===== src/core/rpc_pkg.sv =====
// package of the region protection configuration block
// shared by the top module and the per-region matcher
package rpc_pkg;
  localparam int NUM_REGIONS = 8;
  // register byte addresses
  localparam logic [31:0] ADDR_CAPS = 32'hE000ED90;
  localparam logic [31:0] ADDR_CTRL = 32'hE000ED94;
  localparam logic [31:0] ADDR_SEL = 32'hE000ED98;
  localparam logic [31:0] ADDR_BASE = 32'hE000ED9C;
  localparam logic [31:0] ADDR_ATTR = 32'hE000EDA0;
  localparam logic [31:0] ADDR_BASE_A1 = 32'hE000EDA4;
  localparam logic [31:0] ADDR_ATTR_A1 = 32'hE000EDA8;
  localparam logic [31:0] ADDR_BASE_A2 = 32'hE000EDAC;
  localparam logic [31:0] ADDR_ATTR_A2 = 32'hE000EDB0;
  localparam logic [31:0] ADDR_BASE_A3 = 32'hE000EDB4;
  localparam logic [31:0] ADDR_ATTR_A3 = 32'hE000EDB8;
  // capabilities fields
  localparam logic [7:0] CAPS_INSTR_REGIONS = 8'h00;
  localparam logic [7:0] CAPS_DATA_REGIONS = 8'h08;
  localparam logic CAPS_SEPARATE = 1'b0;
  // control bits
  localparam int CTRL_ENABLE_BIT = 0;
  localparam int CTRL_HP_PROTECT_BIT = 1;
  localparam int CTRL_BG_ENABLE_BIT = 2;
  // base register fields
  localparam int BASE_VALID_BIT = 4;
  localparam int BASE_ADDR_LSB = 5;
  // attribute fields
  localparam int ATTR_ENABLE_BIT = 0;
  localparam int ATTR_SIZE_LSB = 1;
  localparam int ATTR_SRD_LSB = 8;
  localparam int ATTR_AP_LSB = 24;
  localparam int ATTR_XN_BIT = 28;
  localparam logic [31:0] ATTR_WMASK = 32'h173FFF3F;
  localparam logic [4:0] SIZE_MIN = 5'h04;
  localparam logic [4:0] SIZE_FULL = 5'h1F;
  // system control space and vector table windows
  localparam logic [31:0] SCS_BASE = 32'hE000E000;
  localparam logic [31:0] SCS_MASK = 32'hFFFFF000;
  localparam logic [31:0] VTAB_LIMIT = 32'h00000400;
  localparam logic [31:0] RESET_VALUE = 32'h00000000;
  typedef enum logic [1:0] {
    RPC_IDLE,
    RPC_ACCESS
  } rpc_bus_state_t;
endpackage


===== src/core/rpc_region_match.sv =====
// one region comparator: decides hit and its permission outcome
// assumes base and attribute words straight from the register file
`timescale 1ns/1ns
module rpc_region_match (
  input wire logic [31:0] base,
  input wire logic [31:0] attr,
  input wire logic [31:0] addr,
  input wire logic priv,
  input wire logic write,
  input wire logic fetch,
  output logic hit,
  output logic allow
);
  import rpc_pkg::*;
  logic [4:0] size;
  logic [2:0] ap;
  logic [31:0] mask;
  logic [2:0] sub;
  logic sub_off;
  logic perm;
  always_comb begin
    size = attr[ATTR_SIZE_LSB +: 5];
    ap = attr[ATTR_AP_LSB +: 3];
    // region spans 2^(size+1) bytes; full size ignores the base
    mask = (size == SIZE_FULL) ? 32'h00000000 : (32'hFFFFFFFF << (size + 5'h01));
    // subregions below 256 bytes are not supported
    // full size still splits the map in eighths by the top address bits
    sub = (size >= 5'h07) ? 3'((addr >> (size - 5'h02)) & 32'h7) : 3'h0;
    sub_off = (size >= 5'h07) && attr[ATTR_SRD_LSB + 32'(sub)];
    hit = attr[ATTR_ENABLE_BIT] && (size >= SIZE_MIN) && !sub_off &&
          ((addr & mask) == (base & mask));
    case (ap)
      3'h1: perm = priv;
      3'h2: perm = priv || !write;
      3'h3: perm = 1'b1;
      3'h5: perm = priv && !write;
      3'h6, 3'h7: perm = !write;
      default: perm = 1'b0;
    endcase
    allow = perm && !(fetch && attr[ATTR_XN_BIT]);
  end
endmodule


===== src/core/rpc_top.sv =====
// region protection configuration: apb registers and access check
// assumes privileged apb masters (pprot[0]) and a core giving one access per cycle
//
// Register access over APB was left to the implementer.
`timescale 1ns/1ns
module rpc_top #(
  parameter int REGIONS = rpc_pkg::NUM_REGIONS
) (
  input wire logic pclk,
  input wire logic presetn,
  input wire logic psel,
  input wire logic penable,
  input wire logic pwrite,
  input wire logic [31:0] paddr,
  input wire logic [31:0] pwdata,
  input wire logic [2:0] pprot,
  output logic [31:0] prdata,
  output logic pready,
  output logic pslverr,
  input wire logic acc_valid,
  input wire logic [31:0] acc_addr,
  input wire logic acc_priv,
  input wire logic acc_write,
  input wire logic acc_fetch,
  input wire logic acc_high_prio,
  output logic acc_done,
  output logic memory_management_fault,
  output logic acc_execute_never,
  output logic acc_strongly_ordered
);
  import rpc_pkg::*;

  ////////////////////////////////////////////////////////////////////////////
  typedef struct packed {
    rpc_bus_state_t bus_state;
    logic [31:0] prdata;
    logic pready;
    logic pslverr;
    logic [2:0] ctrl;
    logic [7:0] sel;
    logic [REGIONS-1:0][31:0] base;
    logic [REGIONS-1:0][31:0] attr;
    logic acc_done;
    logic fault;
    logic xn;
    logic so;
  } rpc_state_t;

  rpc_state_t state_reg;
  rpc_state_t state_next;

  logic [REGIONS-1:0] hit;
  logic [REGIONS-1:0] allow;

  ////////////////////////////////////////////////////////////////////////////
  // one comparator per region
  genvar g;
  generate
    for (g = 0; g < REGIONS; g++) begin : gen_region
      rpc_region_match u_match (
        .base(state_reg.base[g]),
        .attr(state_reg.attr[g]),
        .addr(acc_addr),
        .priv(acc_priv),
        .write(acc_write),
        .fetch(acc_fetch),
        .hit(hit[g]),
        .allow(allow[g])
      );
    end
  endgenerate

  ////////////////////////////////////////////////////////////////////////////
  logic [2:0] idx;
  logic is_base;
  logic is_attr;
  logic known;
  logic any_hit;
  logic win_allow;
  logic checks_on;
  logic in_scs;
  logic in_vtab;
  logic ok;
  logic [2:0] tgt;

  always_comb begin
    state_next = state_reg;
    idx = state_reg.sel[2:0];
    tgt = idx;
    is_base = (paddr == ADDR_BASE) || (paddr == ADDR_BASE_A1) ||
              (paddr == ADDR_BASE_A2) || (paddr == ADDR_BASE_A3);
    is_attr = (paddr == ADDR_ATTR) || (paddr == ADDR_ATTR_A1) ||
              (paddr == ADDR_ATTR_A2) || (paddr == ADDR_ATTR_A3);
    known = is_base || is_attr || (paddr == ADDR_CAPS) || (paddr == ADDR_CTRL) ||
            (paddr == ADDR_SEL);

    // apb slave: setup, then one access cycle with pready
    state_next.pready = 1'b0;
    state_next.pslverr = 1'b0;
    case (state_reg.bus_state)
      RPC_IDLE: begin
        if (psel && !penable) begin
          state_next.bus_state = RPC_ACCESS;
          state_next.pready = 1'b1;
          state_next.prdata = 32'h00000000;
          // unprivileged or unmapped accesses are refused with an error
          if (!pprot[0] || !known) begin
            state_next.pslverr = 1'b1;
          end else if (pwrite) begin
            if (paddr == ADDR_CTRL) begin
              state_next.ctrl = pwdata[2:0];
            end else if (paddr == ADDR_SEL) begin
              state_next.sel = pwdata[7:0];
            end else if (is_base) begin
              if (pwdata[BASE_VALID_BIT]) begin
                state_next.sel = {4'h0, pwdata[3:0]};
                tgt = pwdata[2:0];
              end
              // region field ignored when valid is clear
              state_next.base[tgt] = {pwdata[31:BASE_ADDR_LSB], 5'h00};
            end else if (is_attr) begin
              state_next.attr[idx] = pwdata & ATTR_WMASK;
            end
          end else begin
            if (paddr == ADDR_CAPS) begin
              state_next.prdata = {8'h00, CAPS_INSTR_REGIONS, CAPS_DATA_REGIONS,
                                   7'h00, CAPS_SEPARATE};
            end else if (paddr == ADDR_CTRL) begin
              state_next.prdata = {29'h0, state_reg.ctrl};
            end else if (paddr == ADDR_SEL) begin
              state_next.prdata = {24'h0, state_reg.sel};
            end else if (is_base) begin
              state_next.prdata = {state_reg.base[idx][31:BASE_ADDR_LSB], 1'b0,
                                   state_reg.sel[3:0]};
            end else begin
              state_next.prdata = state_reg.attr[idx];
            end
          end
        end
      end
      RPC_ACCESS: begin
        state_next.bus_state = RPC_IDLE;
      end
      default: begin
        state_next.bus_state = RPC_IDLE;
      end
    endcase

    // access check, answered one cycle after the request
    any_hit = 1'b0;
    win_allow = 1'b0;
    for (int i = 0; i < REGIONS; i++) begin
      if (hit[i]) begin
        any_hit = 1'b1;
        win_allow = allow[i];
      end
    end
    in_scs = (acc_addr & SCS_MASK) == SCS_BASE;
    in_vtab = acc_addr < VTAB_LIMIT;
    // enable low means default map; background bit then has no effect
    checks_on = state_reg.ctrl[CTRL_ENABLE_BIT] &&
                !(acc_high_prio && !state_reg.ctrl[CTRL_HP_PROTECT_BIT]);
    if (!checks_on) begin
      ok = 1'b1;
    end else if (in_scs || in_vtab) begin
      ok = 1'b1;
    end else if (any_hit) begin
      ok = win_allow;
    end else begin
      ok = state_reg.ctrl[CTRL_BG_ENABLE_BIT] && acc_priv;
    end
    state_next.acc_done = acc_valid;
    state_next.fault = acc_valid && !ok;
    state_next.xn = acc_valid && in_scs;
    state_next.so = acc_valid && in_scs;
  end

  ////////////////////////////////////////////////////////////////////////////
  always_ff @(posedge pclk or negedge presetn) begin
    if (!presetn) begin
      state_reg <= '0;
    end else begin
      state_reg <= state_next;
    end
  end

  assign prdata = state_reg.prdata;
  assign pready = state_reg.pready;
  assign pslverr = state_reg.pslverr;
  assign acc_done = state_reg.acc_done;
  assign memory_management_fault = state_reg.fault;
  assign acc_execute_never = state_reg.xn;
  assign acc_strongly_ordered = state_reg.so;
endmodule


===== config.mk =====
export PLATFORM = sky130hd
export DESIGN_NAME = rpc_top
export DESIGN_NICKNAME = d
export VERILOG_FILES = /design/src/core/rpc_pkg.sv /design/src/core/rpc_region_match.sv /design/src/core/rpc_top.sv
export SDC_FILE = /design/constraint.sdc
export NUM_CORES = 2
export LEC_CHECK = 0
export BUFFER_PORTS_ARGS = -buffer_cell sky130_fd_sc_hd__buf_2
export CAP_MARGIN = 20
export CELL_PAD_IN_SITES_DETAIL_PLACEMENT = 1
export CELL_PAD_IN_SITES_GLOBAL_PLACEMENT = 1
export CORE_MARGIN = 2
export CORE_UTILIZATION = 33
export DETAILED_ROUTE_END_ITERATION = 7
export PLACE_DENSITY = 0.57
export SLEW_MARGIN = 10
export SYNTH_ARGS = -nofsm -noshare
export SYNTH_HDL_FRONTEND = slang
export SYNTH_SLANG_ARGS = --single-unit

===== constraint.sdc =====
create_clock -name pclk -period 6.3 [get_ports pclk]
set_input_delay 0.945 -clock pclk [delete_from_list [all_inputs] [get_ports pclk]]
set_output_delay 0.945 -clock pclk [all_outputs]
set_load 0.02 [all_outputs]

=== Word level (Yosys, flattened, before mapping) ===
Index checks and enable logic that the tools add are counted.

* $add $sub $neg: 24
* $mul: 0
* Divide/modulo/power cells: 0
* Magnitude comparators: 29
* Eq/ne operators: 77
* Shift-type cells: 16
* Multiplexer cells: 97
* Bitwise gates (word level): 20
* Reductions and logical operators: 109

{| class="wikitable"
|+ Operators by type and width
! kind !! number
|-
| $mux 523 || 2
|-
| $mux 32 || 18
|-
| $mux 559 || 1
|-
| $mux 525 || 1
|-
| $mux 520 || 1
|-
| $and 32x32->32 || 16
|-
| $bwmux 256 || 2
|-
| $mux 256 || 2
|-
| $mux 512 || 1
|-
| $eq 32x32->1 const B || 11
|-
| $mux 264 || 1
|-
| $eq 32x32->1 || 8
|-
| $lt 32x6->1 const B || 8
|-
| $shl 32x5->32 const A || 8
|-
| $shr 32x5->3 || 8
|-
| $bmux 32 s3 || 2
|-
| $demux 32 s3 || 2
|-
| $ge 5x3->1 const B || 16
|-
| $eq 3x3->1 const B || 24
|-
| $logic_and 1x1->1 || 57
|-
| $mux 3 || 17
|-
| $eq 3x2->1 const B || 16
|-
| $add 4x3->5 const A || 8
|-
| $add 5x1->5 const B || 8
|-
| 23 further kinds || 134
|}

* Bits in registers: 562
* Latch bits: 0
* RAM bits: 0
* Bits in read-only memories: 0
* Input bits: 109
* Output and inout bits: 38
* Memories: 0

=== Depth between registers and ports, before layout ===
* Depth in word-level cells: 25
* Depth in mapped cells: 18

=== Modules after synthesis ===
From an unflattened synthesis, not the netlist that was laid out.

* Cell total of the unflattened synthesis: 3359
* Area total of the unflattened synthesis: 39491.6 um^2

{| class="wikitable"
|+ Modules (own cells, without submodules)
! module !! instances !! cells an instance !! area an instance (um^2)
|-
| rpc_top || 1 || 1871 || 25276.7
|-
| rpc_region_match (gen_region[0].u_match ...) || 4 || 196 || 1820.5
|-
| rpc_region_match (gen_region[5].u_match ...) || 3 || 176 || 1736.7
|-
| rpc_region_match (gen_region[1].u_match) || 1 || 176 || 1722.9
|}

=== Worst setup path before layout ===
OpenSTA, ideal clock, no wires.

* Kind: register to register
* From: reg state_reg[166] (netlist name)
* To: reg state_reg (netlist bit memory_management_fault)
* Setup time: 0.087 ns
* Arrival: 4.192 ns
* Data required time: 6.213 ns
* Setup slack: 2.022 ns
* Stages on the path, launching flop included: 16
* Path buffers: 3
* Path through: dfrtp_1 buf_2 buf_2 buf_2 inv_1 ha_1 xor2_1 mux4_2 mux2i_1 mux2_1 o2111ai_1 nand4b_1 nor3_1 a2111oi_1 a2111o_1 a211oi_2

{| class="wikitable"
|+ RTL lines
! item !! RTL line !! RTL
|-
| from (decl) || rpc_top.sv:49 || <nowiki>rpc_state_t state_reg;</nowiki>
|-
| from (signal assigned) || rpc_top.sv:183 || <nowiki>state_reg <= state_next;</nowiki>
|}

==> results.txt <==
The flow ran to the end, and the final reports show no timing, DRC or antenna violations. Max-cap violations in this run came to 0. The leading register cell type out of synthesis is sky130_fd_sc_hd__dfrtp_1.

Clock tree synthesis found a total of 561 sinks. Placed instance area: 0.0387 mm^2. Relative area change from synthesis to final layout: 11.9%.

The tools report the share of power burned in the clock network as 0.499. The sequential group share of total power came out at 0.418. The number of post-CTS setup repair buffers is 0, and the mean number of vias per cell is 6.17. The average instance in the mapped netlist occupies 11.0 um^2. At the later pin of the worst-skew pair, clock insertion delay measures 0.66 ns. The buffer and inverter count on the worst path works out to 2. Detailed placement finished with a half-perimeter wire length of 115000 um. The initial antenna violation count is 22. TritonCTS built the clock tree. Combinational fraction of design power: 0.083. The tools report the peak clock frequency supported by timing as 199 MHz. Register area share after synthesis: 0.382. The run gives 0.333 as the starting density of the core. The kind of path behind the tightest hold check is input pin to async pin. The total overflow left after global routing is 0. The tools report the endpoint type of the worst setup path as a flip-flop.

The number of hold-repair buffers added at the cts stage is 0, and the number of library cell types mapped by synthesis is 88. Setup repair after global routing left no endpoint under its margin. The final cycle utilization of the critical path is 0.798, and the worst ir drop on vdd is 0.000189 V. STA classifies the critical path startpoint as a flip-flop. The register clock-pin slew on the reported worst setup and hold paths was 0.06 ns; the H-tree level count was 3. The logs give 6.82 ns for the worst endpoint required time and 0.196 for the worst slew slack as a fraction of its limit. The final instance area is 0.0411 mm^2. The setup skew after layout is 0.0307 ns, and the total of flip-flops plus latches after synthesis is 561.

The root buffer cell chosen for the clock tree is sky130_fd_sc_hd__clkbuf_16. The maximum number of pins on one net before global-route repair was 147. On the critical path the largest part of the delay comes from multiplexers.

Routability-driven placement finished with a final weighted congestion of 0.981. The detailed router placed 30100 vias in this run. Share of post-route cells with drive strength above 1: 0.289.

The worst-path cell with the longest stage delay was sky130_fd_sc_hd__ha_1. The pre-antenna-repair detailed-routing pass consisted of 5 iterations. The logs give 0 for the max-slew violation count and 234000 um for the global-route wire length before repair. In this run the critical register-to-register path is launched from state_reg[7]. For the pin with the worst max-slew slack, the measured transition is 1.20 ns. For the number of instances in the synthesized netlist, the log shows 3357. Wires add up to 164000 um.

After detailed routing, the number of remaining DRC violations is 0. In this run the remaining antenna-violating nets after routing total 0. The all-layer global routing usage was 0.287. The number of buffers on the longest clock path came out at 3. The overall die area came out at 0.114 mm^2. The run gives 2.28 mW as the switching power. The number of violations reported at the end of detailed-routing iteration 0 was 2908; the post-cts repair resize count was 0. In this run the static leakage power is 18.4 nW. Final critical path time including I/O delays and setup: 5.03 ns. In this run the vertical extent of the chip is 338 um. The run gives 0 ns as the total negative slack. The worst setup path is of the flip-flop to flip-flop kind.

The number of setup violations in the final report was 0. In this run the power density over the cells is 210 mW/mm^2. The fraction of registers with async set or reset after synthesis was 1.00.

Port buffering added 144 buffers. The cell-internal power is 6.35 mW, and the site row count is 122. The top fanout value on the critical path came out at 18.

For the count of synthesis-stage warnings from yosys, the log shows 0. The switching share of power is 0.264, and the delay of the slowest cell on the worst path is 0.70 ns. The signal on the critical path passes through inv_1, ha_1, mux4_2, mux4_2, mux2i_4, mux4_1, and3_1, a211oi_1, buf_4, and3_1, mux2i_1, a2111oi_1, a2111o_1, a211oi_2. After the last flow step, the layout net total stands at 3506. The endpoint arrival time on the critical path was 5.55 ns; the number of global-route vias before repair was 30500. In this run, synthesis inferred 0 flip-flops with an integrated enable. Average wire per standard cell: 33.5 um.

From left edge to right edge, the die measures 338 um. The tools report the total count of hold-check failures in the final report as 0. The synthesized net count came out at 3538. The length in cells of the worst reg-to-reg path was 14; the number of flip-flops in the largest register was 521.

147 I/O pins were placed. The capture instance of the worst register-to-register path is memory_management_fault. The setup check on the worst reg-to-reg path leaves a slack of 1.27 ns. The post-synthesis cell area was 0.0368 mm^2; the floorplan core area was 0.111 mm^2.

In this run, CTS created clock tree buffers numbering 69.
## cell usage after synthesis (all sizes together), types with 118 or more instances
master,n,area (um^2)
o22ai,264,1650
xnor2,163,1470
mux2,410,4620
clkbuf,186,698
buf,157,906
o21ai,123,616
mux4,168,3810
a21oi,118,591
mux2i,128,1340
nand2,158,596
xor2,126,1140
dfrtp,561,14000
## cell families after synthesis
group / Yosys count / share of synthesized area
mux: 706 / 0.266
compound gates: 673 / 0.114
simple gates: 637 / 0.0912
flops: 561 / 0.382
buf+inv: 417 / 0.0512
xor+xnor: 289 / 0.0710
fa+ha+maj: 74 / 0.0250
## routing by layer
metal / global-route usage / wire [um] / share of wire
met5: 0 / 43 / 0.00026
met4: 0.0888 / 5480 / 0.034
met3: 0.0663 / 14800 / 0.091
met2: 0.431 / 71400 / 0.44
met1: 0.408 / 71800 / 0.44
## power by group through the flow
stage          clock [mW]  sequential (mW)  combinational [mW]
6_report             4.31             3.61               0.721
3_5_place_dp            0             3.67               0.699
3_3_place_gp            0             3.67               0.695
2_1_floorplan           0             3.67               0.327
5_1_grt              4.55             3.60               0.748
4_1_cts              4.38             3.61               0.703
## cells in the final DEF (no fill, tap or decap), drive strengths merged, types with 72 or more instances in the layout
| master | netlist | routed |
|---|---|---|
| nand2 | 158 | 158 |
| xnor2 | 163 | 163 |
| xor2 | 126 | 126 |
| o22ai | 264 | 264 |
| inv | 73 | 75 |
| mux2i | 128 | 128 |
| nor2 | 101 | 101 |
| mux2 | 410 | 410 |
| mux4 | 168 | 168 |
| dfrtp | 561 | 561 |
| a21oi | 118 | 118 |
| ha | 72 | 72 |
| and2 | 82 | 82 |
| clkbuf | 186 | 101 |
| buf | 157 | 240 |
| o21ai | 123 | 123 |
## through the flow
step / instances / worst slack (ns) / power [mW] / util / hold slack [ns]
global route: 4872 / 1.12 / 8.90 / 0.372 / 0.250
finish: 4878 / 1.27 / 8.63 / 0.372 / 0.242
detailed placement: 4742 / 1.11 / 4.37 / 0.350 / 0.469
global placement: 4741 / 1.18 / 4.37 / 0.350 / 0.461
CTS: 4869 / 1.32 / 8.69 / 0.372 / 0.237
floorplan: 3357 / 2.02 / 4.00 / - / 0.450
## how the worst max path moves through the flow
stage	to	start	depth (start not counted)
6_report	memory_management_fault	state_reg[7]	14
5_1_grt	memory_management_fault	state_reg[5]	15
4_1_cts	memory_management_fault	state_reg[7]	14
3_5_place_dp	memory_management_fault	acc_addr[25]	14
3_3_place_gp	memory_management_fault	acc_addr[25]	14
2_1_floorplan	memory_management_fault	state_reg[166]	15
## area by class of cell
cell class | count | area [um^2]
sequential | 561 | 14000
inverter | 74 | 278
timing repair buffer | 240 | 1530
multi-input combinational | 2379 | 21000
antenna | 9 | 22.5
clock buffer | 101 | 2020
tap | 1488 | 1860
clock inverter | 26 | 425
fill | 12100 | 69400
Note: power is estimated with default switching activity, not from simulation.
